--- src/pkg/lvs_defines.svh ---
// How it works
// - 0x39 holds regulator one's 5-bit code, 1.0 V + 0.1 V/step, max 0x19.
// - 0x3a holds the same read/write code for regulator two, factory reset.
// - With a clock on the sync input both converters follow it in pwm mode.
// - The 13 MHz sync clock is divided down to a 2 MHz converter rate.
// - A grounded sync input leaves timing on the internal 2 MHz oscillator.
`ifndef LVS_DEFINES_SVH
`define LVS_DEFINES_SVH

// register offsets
`define LVS_LINREG1_LEVEL_SELECT_OFS 8'h39
`define LVS_LINREG2_LEVEL_SELECT_OFS 8'h3a

// level field
`define LVS_LEVEL_LSB 0
`define LVS_LEVEL_W 5
`define LVS_LEVEL_MAX 5'h19
`define LVS_RSVD_READ 3'h0

// factory default codes (plain defaults, overridable)
`define LVS_LINREG1_RESET 5'h08
`define LVS_LINREG2_RESET 5'h17

// clock rates in MHz
`define LVS_CLK_MHZ 250
`define LVS_SYNC_MHZ 13
`define LVS_CONV_MHZ 2

// sync silence before falling back to internal timing
`define LVS_SYNC_TIMEOUT_NS 200
`define LVS_SYNC_TIMEOUT_CYC \
  ((`LVS_SYNC_TIMEOUT_NS * `LVS_CLK_MHZ + 999) / 1000)

`endif

--- src/pkg/lvs_pkg.sv ---
package lvs_pkg;

  typedef struct packed {
    logic wr;
    logic rd;
    logic [7:0] addr;
    logic [7:0] wdata;
  } lvs_reg_req_t;

  typedef enum logic [1:0] {
    LVS_SRC_INTERNAL = 2'b01,
    LVS_SRC_EXTERNAL = 2'b10
  } lvs_src_t;

endpackage

--- src/verilog/lvs_linreg_regs.sv ---
`include "lvs_defines.svh"
`timescale 1ns/1ps
`default_nettype none

module lvs_linreg_regs
  import lvs_pkg::*;
  #(
    parameter logic [4:0] LINREG1_RESET = `LVS_LINREG1_RESET,
    parameter logic [4:0] LINREG2_RESET = `LVS_LINREG2_RESET,
    parameter int SYNC_TIMEOUT_CYC = `LVS_SYNC_TIMEOUT_CYC
  )
  (
    // clock and reset
    input wire logic clock,
    input wire logic reset,
    // register access from the serial bus decoder
    input wire lvs_reg_req_t reg_req,
    output logic [7:0] reg_rdata_r,
    output logic reg_rvalid_r,
    // sync pin and converter mode
    input wire logic sync_in,
    input wire logic pwm_mode,
    // regulator level codes
    output logic [4:0] linreg1_level_code,
    output logic [4:0] linreg2_level_code,
    output logic [4:0] linreg1_level_eff,
    output logic [4:0] linreg2_level_eff,
    // converter timing
    output logic conv_clk_r,
    output logic conv_ext_sel_r
  );

  localparam logic [7:0] INT_INC = 8'(2 * `LVS_CONV_MHZ);
  localparam logic [7:0] INT_MOD = 8'(`LVS_CLK_MHZ);
  localparam logic [7:0] EXT_INC = 8'(2 * `LVS_CONV_MHZ);
  localparam logic [7:0] EXT_MOD = 8'(`LVS_SYNC_MHZ);
  localparam logic [7:0] TMO = 8'(SYNC_TIMEOUT_CYC);

  ////////////////////////////////////////////////////////////////////////
  // register decode

  logic [4:0] level_r [2];
  logic [4:0] eff_r [2];
  logic [7:0] reg_ofs [2];
  logic [1:0] hit;
  logic [7:0] rd_mux;

  assign reg_ofs[0] = `LVS_LINREG1_LEVEL_SELECT_OFS;
  assign reg_ofs[1] = `LVS_LINREG2_LEVEL_SELECT_OFS;

  genvar g;
  generate
    for (g = 0; g < 2; g++)
    begin : g_level
      logic [4:0] rst_val;
      logic [4:0] lvl_nxt;
      logic [4:0] eff_nxt;
      assign rst_val = (g == 0) ? LINREG1_RESET : LINREG2_RESET;
      assign hit[g] = (reg_req.addr == reg_ofs[g]);
      assign lvl_nxt = (reg_req.wr && hit[g]) ?
                       reg_req.wdata[`LVS_LEVEL_W-1:0] : level_r[g];
      assign eff_nxt = (level_r[g] > `LVS_LEVEL_MAX) ?
                       `LVS_LEVEL_MAX : level_r[g];
      always_ff @(posedge clock)
      begin
        if (reset)
        begin
          level_r[g] <= rst_val;
          eff_r[g] <= rst_val;
        end
        else
        begin
          level_r[g] <= lvl_nxt;
          eff_r[g] <= eff_nxt;
        end
      end
    end
  endgenerate

  assign rd_mux = hit[0] ? {`LVS_RSVD_READ, level_r[0]} :
                  hit[1] ? {`LVS_RSVD_READ, level_r[1]} : 8'h00;

  always_ff @(posedge clock)
  begin
    if (reset)
    begin
      reg_rdata_r <= 8'h00;
      reg_rvalid_r <= 1'b0;
      linreg1_level_code <= LINREG1_RESET;
      linreg2_level_code <= LINREG2_RESET;
    end
    else
    begin
      reg_rdata_r <= reg_req.rd ? rd_mux : 8'h00;
      reg_rvalid_r <= reg_req.rd;
      linreg1_level_code <= level_r[0];
      linreg2_level_code <= level_r[1];
    end
  end

  assign linreg1_level_eff = eff_r[0];
  assign linreg2_level_eff = eff_r[1];

  ////////////////////////////////////////////////////////////////////////
  // sync detection and clock source

  logic sync_d_r;
  logic sync_edge;
  logic [7:0] idle_r;
  logic [7:0] idle_nxt;
  logic sync_lost;
  lvs_src_t src_r;
  lvs_src_t src_nxt;

  assign sync_edge = sync_in && !sync_d_r;
  assign sync_lost = (idle_r >= TMO);
  assign idle_nxt = sync_edge ? 8'h00 :
                    sync_lost ? idle_r : 8'(idle_r + 8'h01);

  always_comb
  begin
    src_nxt = src_r;
    case (src_r)
      LVS_SRC_INTERNAL:
        if (sync_edge && pwm_mode)
          src_nxt = LVS_SRC_EXTERNAL;
      LVS_SRC_EXTERNAL:
        if (sync_lost || !pwm_mode)
          src_nxt = LVS_SRC_INTERNAL;
      default:
        src_nxt = LVS_SRC_INTERNAL;
    endcase
  end

  always_ff @(posedge clock)
  begin
    if (reset)
    begin
      sync_d_r <= 1'b0;
      idle_r <= TMO;
      src_r <= LVS_SRC_INTERNAL;
    end
    else
    begin
      sync_d_r <= sync_in;
      idle_r <= idle_nxt;
      src_r <= src_nxt;
    end
  end

  ////////////////////////////////////////////////////////////////////////
  // converter clocks

  logic int_clk;
  logic ext_clk;
  logic int_wrap;
  logic ext_wrap;

  lvs_frac_div #(.INC(INT_INC), .MOD(INT_MOD)) u_int_div (
    .clock(clock),
    .reset(reset),
    .step(1'b1),
    .wrap(int_wrap),
    .div_out(int_clk)
  );

  lvs_frac_div #(.INC(EXT_INC), .MOD(EXT_MOD)) u_ext_div (
    .clock(clock),
    .reset(reset),
    .step(sync_edge),
    .wrap(ext_wrap),
    .div_out(ext_clk)
  );

  always_ff @(posedge clock)
  begin
    if (reset)
    begin
      conv_clk_r <= 1'b0;
      conv_ext_sel_r <= 1'b0;
    end
    else
    begin
      conv_clk_r <= (src_r == LVS_SRC_EXTERNAL) ? ext_clk : int_clk;
      conv_ext_sel_r <= (src_r == LVS_SRC_EXTERNAL);
    end
  end

  ////////////////////////////////////////////////////////////////////////
  // checks

  logic [2:0] gap_r;
  logic [7:0] int_gap_r;

  always_ff @(posedge clock)
  begin
    if (reset)
    begin
      gap_r <= 3'h0;
      int_gap_r <= 8'h00;
    end
    else
    begin
      if (sync_edge)
        gap_r <= ext_wrap ? 3'h0 : 3'(gap_r + 3'h1);
      int_gap_r <= int_wrap ? 8'h00 : 8'(int_gap_r + 8'h01);
    end
  end
endmodule

`default_nettype wire

--- src/verilog/lvs_frac_div.sv ---
`timescale 1ns/1ps
`default_nettype none

// fractional divider: toggles its output at INC/MOD of the step rate
module lvs_frac_div
  #(
    parameter logic [7:0] INC = 8'h04,
    parameter logic [7:0] MOD = 8'hfa
  )
  (
    // clock and reset
    input wire logic clock,
    input wire logic reset,
    // step in
    input wire logic step,
    // divided out
    output logic wrap,
    output logic div_out
  );

  logic [7:0] acc_r;
  logic [7:0] acc_nxt;
  logic [8:0] sum;

  assign sum = {1'b0, acc_r} + {1'b0, INC};
  assign wrap = step && (sum >= {1'b0, MOD});
  assign acc_nxt = !step ? acc_r :
                   wrap ? 8'(sum - {1'b0, MOD}) : sum[7:0];

  always_ff @(posedge clock)
  begin
    if (reset)
    begin
      acc_r <= 8'h00;
      div_out <= 1'b0;
    end
    else
    begin
      acc_r <= acc_nxt;
      div_out <= div_out ^ wrap;
    end
  end

endmodule

`default_nettype wire

--- config.mk ---
export PLATFORM = sky130hd
export DESIGN_NAME = lvs_linreg_regs
export DESIGN_NICKNAME = d
export VERILOG_FILES = /design/src/pkg/lvs_pkg.sv /design/src/verilog/lvs_linreg_regs.sv /design/src/verilog/lvs_frac_div.sv
export VERILOG_INCLUDE_DIRS = /design/src /design/src/pkg
export SDC_FILE = /design/constraint.sdc
export NUM_CORES = 1
export LEC_CHECK = 0
export BUFFER_PORTS_ARGS = -buffer_cell sky130_fd_sc_hd__buf_2
export CAP_MARGIN = 20
export CORE_MARGIN = 2
export CORE_UTILIZATION = 55
export DETAILED_ROUTE_END_ITERATION = 8
export PLACE_DENSITY = 0.79
export SYNTH_ARGS = -nofsm -noshare
export SYNTH_HDL_FRONTEND = slang
export SYNTH_SLANG_ARGS = --single-unit
--- constraint.sdc ---
create_clock -name clock -period 2.2 [get_ports clock]
set_input_delay 0.11 -clock clock [delete_from_list [all_inputs] [get_ports clock]]
set_output_delay 0.11 -clock clock [all_outputs]
set_load 0.01 [all_outputs]
Word level (Yosys, flattened, before mapping)
Memories as Yosys holds them, arrays and structs flattened.
Index checks and enable logic that the tools add are counted.

storage, ports and cells
  bits of input ports = 22
  word-level logic and storage cells = 74
  memories = 2
  RAM bits = 20
  register bits after elaboration = 50
  output and inout bits = 31

operators by class
  bitwise gates (word level) = 7
  reduce and logical (&&, ||, !) cells = 12
  muxes and demuxes = 21
  add/sub/neg operators = 5
  magnitude comparators = 5
  equality and inequality tests = 7

memory list
  memory   words  width  read ports  clocked after memory_dff  wr ports  line                   source
  eff_r    2      5      2           0                         2         lvs_linreg_regs.sv:43  logic [4:0] eff_r [2];
  level_r  2      5      2           0                         2         lvs_linreg_regs.sv:42  logic [4:0] level_r [2];

operators with widths
  operator                                                               number
  5-bit 2-to-1 mux                                                       10
  8-bit by 3-bit adder with 9-bit output, second input constant          2
  8-bit by 6-bit == test with 1-bit output, second input constant        2
  8-bit 2-to-1 mux                                                       2
  6-bit 2-to-1 mux                                                       2
  5-bit greater-than comparator, second input constant                   2
  9-bit by 4-bit >= comparator with 1-bit output, second input constant  1
  9-bit by 8-bit >= comparator with 1-bit output, second input constant  1
  8-bit by 1-bit adder with 8-bit output, second input constant          1
  8-bit by 6-bit >= comparator with 1-bit output, second input constant  1
  8-bit by 4-bit subtractor with 8-bit output, second input constant     1
  8-bit subtractor, second input constant                                1
  2-bit != test, second input constant                                   3
  1-bit logical AND                                                      5
  1-bit 2-to-1 mux                                                       4
  2-bit 2-to-1 mux                                                       2
  1-bit bitwise OR                                                       4
  2-bit one-hot mux with 2 select lines                                  1
  2-bit OR reduction                                                     2
  3-bit OR reduction                                                     1
  2-bit by 1-bit == test with 1-bit output, second input constant        1
  2-bit == test, second input constant                                   1
  1-bit logical NOT                                                      2
  2-bit AND reduction                                                    1
  3 further kinds                                                        4

Depth between registers and ports, before layout
Gate-level depths: netlist (run 1).

  depth in word-level cells = 5
  mapped depth = 8
  depth with buffers taken out = 8

By module
From an unflattened synthesis (run 1), not the netlist that was laid out.

second synthesis, totals
  cell total of the unflattened synthesis = 330
  area, all modules = 3235.6 sq um

by module, submodules not included
  module                     cells an instance  area an instance (sq um)  instances  seq. area each (sq um)
  lvs_linreg_regs            176                1805.5                    1          980.9
  lvs_frac_div at u_ext_div  83                 747.0                     1          180.2
  lvs_frac_div at u_int_div  71                 683.2                     1          160.2

Least setup slack after synthesis (run 1)
OpenSTA, ideal clock, no wires.

  path type = reg2reg
  start point = register u_ext_div.acc_r[2]
  end point = register u_ext_div.acc_r[2]
  arrival time = 1889 ps
  cell stages (with the launch flop) = 8
  period minus slack after synthesis = 2013 ps
  path slack = 187 ps
  setup time = 123 ps
  path buffers = 1
  required time = 2077 ps
  cells stage by stage = dfxtp_1 -> ha_1 -> buf_2 -> nor4b_1 -> o221a_4 -> a21oi_1 -> nor2_1 -> mux2_1

on the way
  word-level cells in the longest chain between the ends = 4
  elaborated cells between the ends (all ways) = 5
  classes of those cells = add/sub (2); order compare (1); mux (1); reduce/logical (1)

RTL lines
  what                                            line                source
  from (decl)                                     lvs_frac_div.sv:21  logic [7:0] acc_r;
  from (signal assigned)                          lvs_frac_div.sv:39  acc_r <= acc_nxt;
  8-bit by 3-bit adder with 9-bit output *        lvs_frac_div.sv:25  assign sum = {1'b0, acc_r} + {1'b0, INC};
  9-bit by 4-bit >= comparator with 1-bit output  lvs_frac_div.sv:26  assign wrap = step && (sum >= {1'b0, MOD});
  1-bit logical AND                               lvs_frac_div.sv:26
  8-bit 2-to-1 mux *                              lvs_frac_div.sv:28  wrap ? 8'(sum - {1'b0, MOD}) : sum[7:0];

Mark *: on every way between the ends. The rest lies on a longest branch, timed or not.
A chain may end at the register's enable or synchronous reset.

Worst setup path after layout (run 1)
  start point = register idle_r[0]
  end point = register idle_r[4]

on the way
  word-level cells in the longest chain between the ends = 3
  elaborated cells between the ends (all ways) = 5
  classes of those cells = add/sub (1); order compare (1); eq/ne (1); mux (2)

RTL lines
  what                                    line                    source
  from (decl)                             lvs_linreg_regs.sv:109  logic [7:0] idle_r;
  from (signal assigned)                  lvs_linreg_regs.sv:146  idle_r <= idle_nxt;
  8-bit by 1-bit adder with 8-bit output  lvs_linreg_regs.sv:118  sync_lost ? idle_r : 8'(idle_r + 8'h01);
  6-bit 2-to-1 mux                        lvs_linreg_regs.sv:118
  6-bit 2-to-1 mux                        lvs_linreg_regs.sv:117  assign idle_nxt = sync_edge ? 8'h00 :

Parallel ways exist; a longest one is shown, timed or not. The select of a mux whose other input is x is not followed.

==> flow_metrics.env, run 1 <==
export IMPL_status="finished clean"
export IMPL_drtPass1Iterations=4
export IMPL_setup_violations=0
export IMPL_grt_pass1_wl_um=10600
export IMPL_fmax_mhz=502
export IMPL_die_h_um=78.1
export IMPL_nets=420
export IMPL_crit_family="simple AND/OR/NAND/NOR gates"
export IMPL_syn_inst=335
export IMPL_syn_cell_area_sq_mm=0.00302
export IMPL_drc=0
export IMPL_ios=53
export IMPL_cts_sinks=66
export IMPL_drt_iter0_markers=76
export IMPL_synthSimpleGateAreaFrac=0.216
export IMPL_antenna_cells=0
export IMPL_syn_avg_cell_area_sq_um=9.02
export IMPL_rsz0062_at_grt="false"
export IMPL_grt_usage=0.218
export IMPL_ctsHtreeMaxLevel=3
export IMPL_fillCellCount=423
export IMPL_die_area_sq_mm=0.00610
export IMPL_ant_nets=0
export IMPL_ys_flop_type="dfxtp_1"
export IMPL_viasPerCell=5.32
export IMPL_skew_ns=0.00390
export IMPL_powerDensity_mw_per_mm2=747
export IMPL_synth_top_family_by_area="simple AND/OR/NAND/NOR gates"
export IMPL_worstHoldPathType="in -> reg"
export IMPL_r2r_slack_ns=0.21
export IMPL_finalCritPeriodShare=0.906
export IMPL_leakagePower_nw=1.51
export IMPL_die_w_um=78.1
export IMPL_crit_required_ns=2.43
export IMPL_synth_edff_count=0
export IMPL_cts_root_buf="clkbuf_8"
export IMPL_vias=2458
export IMPL_overflow=0
export IMPL_cts_buffers=9
export IMPL_cp_start_kind="flip-flop"
export IMPL_yosysSeqAreaShare=0.437
export IMPL_critical_path_buf_inv_count=1
export IMPL_multiInputGateArea_sq_mm=0.00156
export IMPL_clk_pin_slew_ns=0.07
export IMPL_grt_pass1_vias=2403
export IMPL_layout_min_cycle_time_ns=1.99
export IMPL_place_hpwl_um=4220
export IMPL_path_class="reg -> reg"
export IMPL_cts_tree="yes"
export IMPL_port_buffer_count=46
export IMPL_gp_congestion=0.832
export IMPL_ir_worst_vdd_v=0.000635
export IMPL_avgRoutedWirePerCell_um=13.2
export IMPL_hold_violations=0
export IMPL_cp_cell_sequence="inv_1 -> ha_1 -> or4_4 -> a311oi_4 -> nand4_1 -> xnor2_1 -> a21o_1"
export IMPL_grt_max_degree=38
export IMPL_slew_violations=0
export IMPL_yosys_warnings=0
export IMPL_area_growth_pct=18.0
export IMPL_start_util=0.580
export IMPL_wirelength_um=6110
export IMPL_cp_end_kind="flip-flop"
export IMPL_worst_slew_pin_slew_ns=0.539
export IMPL_antenna_found_initial=0
export IMPL_path_max_fanout=3
export IMPL_seqCellArea_sq_mm=0.00132
export IMPL_core_rowCount=26
export IMPL_synthAdderAreaFrac=0.0456
export IMPL_core_area_sq_mm=0.00520
export IMPL_drive_gt1_frac=0.237
export IMPL_design_area_sq_mm=0.00356
export IMPL_cap_violations=0
export IMPL_async_flop_share=0
export IMPL_synth_cell_types=56
export IMPL_synthMuxAreaShare=0.0240
export IMPL_finalSetupTns_ns=0
export IMPL_critPathMaxStageDelay_ns=0.42
export IMPL_crit_arrival_ns=2.23
export IMPL_synth_compound_area_frac=0.180
export IMPL_slowest_stage="or4_4"
export IMPL_ys_seq_elements=66
export IMPL_dpl_cell_area_sq_mm=0.00334
export IMPL_slew_headroom=0.640
export IMPL_insertion_delay_ns=0.33
export IMPL_synth_xor_area_frac=0.0435
export IMPL_clk_path_buf_depth=2
==> synth_stat cells (all sizes together) (3+ instances only) <==
cell type,number,area (sq um)
a211oi,3,22.5
and3,4,25.0
nor3b,4,35.0
a22oi,5,37.5
or2,9,56.3
dfxtp,66,1320
nand3,9,45.0
nor2b,15,93.8
inv,16,60.1
o21ai,10,50.0
a21boi,5,37.5
nand3b,3,22.5
xnor2,10,87.6
nand2,14,52.6
xor2,5,43.8
nor4b,3,26.3
a21oi,23,130
ha,11,138
buf,9,57.6
nand2b,4,25.0
o21bai,3,22.5
clkbuf,10,38.8
mux2i,5,50.1
a21o,3,22.5
a211o,8,70.1
nor2,48,180
nor3,6,35.0
==> report_power, final <==
group	internal (W)	switching (W)
registers	0.00123	0.0000458
clock network	0.000555	0.000439
logic	0.000187	0.000202
total	0.00198	0.000686
==> state kept, by name (all words and copies together) (netlist names) <==
signal              cells
sync_d_r                1
u_ext_div.acc_r         8
conv_ext_sel_r          1
u_ext_div.div_out       1
idle_r                  8
conv_clk_r              1
u_int_div.acc_r         7
linreg1_level_code      5
src_r                   2
u_int_div.div_out       1
linreg2_level_code      5
reg_rvalid_r            1
eff_r                  10
reg_rdata_r             5
level_r                10
==> final cells by class <==
class	instances	area share
Timing Repair Buffer	58	0.0941
Sequential cell	66	0.371
Clock inverter	4	0.0144
Multi-Input combinational cell	236	0.438
Tap cell	70	0.0246
Clock buffer	12	0.0407
Inverter	16	0.0168
==> worst paths after layout <==
check / to / depth (start not counted) / from
min: sync_d_r$_SDFF_PP0_ / 2 / sync_in
max reg2reg: idle_r[4]$_SDFFE_PP1P_ / 7 / idle_r[0]$_SDFFE_PP0N_
min reg2reg: linreg1_level_code[0]$_SDFF_PP0_ / 2 / level_r[0][0]$_SDFFE_PP0P_
max: idle_r[4]$_SDFFE_PP1P_ / 7 / idle_r[0]$_SDFFE_PP0N_
==> metrics by stage <==
step / cells / utilization / total power, W / worst slack, ns / hold WS (ns)
after CTS: 462 / 0.682 / 0.00268 / 0.0501 / 0.00956
final: 462 / 0.685 / 0.00266 / 0.207 / 0.0217
after detailed placement: 445 / 0.643 / 0.00169 / 0.0662 / 0.339
after floorplan: 337 / - / 0.00158 / 0.187 / 0.193
after global routing: 462 / 0.685 / 0.00278 / 0.0423 / 0.0397
after global placement: 445 / 0.643 / 0.00167 / 0.0845 / 0.328
==> worst reg2reg max path: stages, from the launching register on <==
cell and delay, ns:
dfxtp_1 0.39, inv_1 0.08, ha_1 0.19, or4_4 0.42
a311oi_4 0.35, nand4_1 0.15, xnor2_1 0.14, a21o_1 0.17
==> cell usage in the layout (no fill, tap or decap), drive strengths merged, types with 6 or more instances in the layout <==
master,Yosys,layout
dfxtp,66,66
buf,9,57
nor2,48,48
a21oi,23,23
inv,16,16
nor2b,15,15
nand2,14,14
clkbuf,10,12
ha,11,11
xnor2,10,10
o21ai,10,10
nand3,9,9
or2,9,9
a211o,8,8
nor3,6,6
==> per-layer routing <==
layer / wire length (um) / track usage
met1: 2660 / 0.250
met2: 3070 / 0.388
met3: 340 / 0.0782
met4: 36 / 0.0526
met5: 0 / 0
==> cell families (layout without fill, tap and decap cells) <==
family | after synthesis | after routing
AO/OA/AOI/OAI | 74 | 74
flip-flops | 66 | 66
buffers and inverters | 35 | 90
AND/OR/NAND/NOR | 126 | 126
multiplexers | 7 | 7
other | 1 | 3
XOR/XNOR | 15 | 15
adder cells (fa/ha/maj) | 11 | 11
==> what timing repair did <==
action                                  CTS  global route
hold buffers                              1             0
endpoints found under the hold margin     1             0
gates resized for setup                   0             3
buffers inserted                          0             0
endpoints found under the setup margin    0             5
Power figures use the tool's default switching activity.
==> run 2, diff against run 1 <==
Settings changed: CORE_UTILIZATION 55 to 59, CTS_BUF_LIST set to sky130_fd_sc_hd__clkbuf_4, CTS_CLUSTER_SIZE set to 20, PLACE_DENSITY 0.79 to 0.83.
Clock period 2.2 ns to 2.34 ns, I/O delays scaled along.
==> run 2 against run 1 <==
  * Global-route usage grew 0.12 points
  * Count of clock-buffer cells in the layout down 2
  * Via count is 0.73% higher
  * First-iteration DRC count rose by 22%
  * Total power decreased by 19%
  * Utilization grew 1.1 points
  * Clock power fell by 38%
  * Worst setup slack gained 0.0078 ns
  * Maximum frequency fell by 6.2%
  * Clock skew is 0.0054 ns higher
  * Sequential power down 6%
  * Flip-flop and latch count did not move
==> flow_metrics.env, run 2 (synthesized netlist as in run 1, its figures left out) <==
export IMPL_drt_iter0_markers=93
export IMPL_cts_root_buf="clkbuf_4"
export IMPL_slew_headroom=0.643
export IMPL_ir_worst_vdd_v=0.000456
export IMPL_clk_path_buf_depth=2
export IMPL_insertion_delay_ns=0.40
export IMPL_placedCellCount=441
export IMPL_cp_start_kind="flip-flop"
export IMPL_area_growth_pct=15.4
export IMPL_top_regs="eff_r x10, level_r x10"
export IMPL_multiInputGateArea_sq_mm=0.00155
export IMPL_ctsHtreeMaxLevel=3
export IMPL_rsz0062_at_grt="false"
export IMPL_path_max_fanout=10
export IMPL_avgRoutedWirePerCell_um=12.8
export IMPL_gp_congestion=0.945
export IMPL_path_class="reg -> reg"
export IMPL_port_buffer_count=46
export IMPL_start_util=0.603
export IMPL_skew_ns=0.00934
export IMPL_cts_sinks=66
export IMPL_hold_violations=0
export IMPL_final_cell_mix="dfxtp_1 (66), nor2_1 (48), buf_2 (46), a21oi_1 (21), inv_1 (16)"
export IMPL_cts_tree="yes"
export IMPL_vias=2476
export IMPL_powerDensity_mw_per_mm2=622
export IMPL_die_area_sq_mm=0.00571
export IMPL_nets=421
export IMPL_antenna_cells=0
export IMPL_worst_slew_pin_slew_ns=0.535
export IMPL_design_area_sq_mm=0.00349
export IMPL_place_hpwl_um=4120
export IMPL_ios=53
export IMPL_overflow=0
export IMPL_cts_buffers=9
export IMPL_wirelength_um=5930
export IMPL_dpl_cell_area_sq_mm=0.00331
export IMPL_whs_ns=0.0599
export IMPL_die_h_um=75.6
export IMPL_core_rowCount=26
export IMPL_crit_arrival_ns=2.47
export IMPL_grt_pass1_vias=2240
export IMPL_core_area_sq_mm=0.00501
export IMPL_layout_min_cycle_time_ns=2.12
export IMPL_grt_pass1_wl_um=9580
export IMPL_final_common_cell="dfxtp_1"
export IMPL_fmax_mhz=471
export IMPL_fillCellCount=417
export IMPL_finalCritPeriodShare=0.908
export IMPL_grt_max_degree=39
export IMPL_seqCellArea_sq_mm=0.00132
export IMPL_clk_pin_slew_ns=0.10
export IMPL_layoutNonFillerInstCount=463
export IMPL_drc=0
export IMPL_slew_violations=0
export IMPL_antenna_found_initial=0
export IMPL_drtPass1Iterations=4
export IMPL_ant_nets=0
export IMPL_grt_usage=0.219
export IMPL_finalSetupTns_ns=0
export IMPL_worstHoldPathType="in -> reg"
export IMPL_drive_gt1_frac=0.226
export IMPL_setup_violations=0
export IMPL_cp_end_kind="flip-flop"
export IMPL_leakagePower_nw=1.47
export IMPL_crit_required_ns=2.68
export IMPL_die_w_um=75.6
export IMPL_status="finished clean"
export IMPL_cap_violations=0
export IMPL_viasPerCell=5.35
export IMPL_cts_setup_buffers=0
==> run 2: cell types whose count changed in the layout (fill, tap and decap cells not counted), sizes merged <==
| cell | delta |
|---|---|
| dlygate4sd3 | +5 |
| clkinvlp | +1 |
| buf | -4 |
| clkbuf | -2 |
| bufinv | -1 |
| clkinv | +2 |
==> run 2: timing repair <==
action,in CTS,in global routing
hold buffers,6,0
endpoints found under the setup margin,0,2
resized for setup,0,1
hold endpoints to repair,7,0
==> run 2: critical path, cell delays in order, from the launching register on <==
cell	delay, ns
dfxtp_1	0.52
ha_1	0.39
nor2b_1	0.08
o21ai_0	0.10
a21oi_1	0.13
a21oi_1	0.40
mux2_2	0.38
nor2_1	0.07
==> run 2: per-stage QoR <==
stage / utilization / worst slack [ns] / power, W
2_1_floorplan: - / 0.327 / 0.00149
3_3_place_gp: 0.662 / 0.193 / 0.00155
3_5_place_dp: 0.662 / 0.113 / 0.00157
4_1_cts: 0.695 / 0.0878 / 0.00219
5_1_grt: 0.696 / 0.0172 / 0.00229
6_report: 0.696 / 0.215 / 0.00217
==> run 2: cell type report <==
class,count,share of cell area
multi-input cells,236,0.445
clock buffers,10,0.0215
flip-flops and latches,66,0.379
inverters,16,0.0172
well taps,70,0.0251
repair buffers,59,0.102
clock inverters,6,0.00969
==> run 2: routing by layer <==
metal / GRT usage / vias to the layer above / part of all wire
li1: - / 1254 / -
met1: 0.255 / 1168 / 0.43
met2: 0.382 / 48 / 0.51
met3: 0.0767 / 6 / 0.043
met4: 0.0663 / 0 / 0.010
met5: 0 / - / 0
==> run 2: worst paths after layout <==
check / slack, ns / cells past startpoint / to / start
max: 0.22 / 7 / u_int_div.acc_r[2]$_SDFF_PP0_ / u_int_div.acc_r[2]$_SDFF_PP0_
max reg2reg: 0.22 / 7 / u_int_div.acc_r[2]$_SDFF_PP0_ / u_int_div.acc_r[2]$_SDFF_PP0_
min reg2reg: 0.50 / 2 / linreg1_level_code[0]$_SDFF_PP0_ / level_r[0][0]$_SDFFE_PP0P_
min: 0.06 / 4 / level_r[0][3]$_SDFFE_PP1P_ / reg_req[3]
==> run 2: power breakdown <==
part / switching (W) / total, W / leakage [nW] / internal, W
clock: 0.000396 / 0.000617 / 0.0596 / 0.000221
combinational: 0.000187 / 0.000351 / 0.875 / 0.000163
sequential: 0.0000419 / 0.00120 / 0.536 / 0.00116
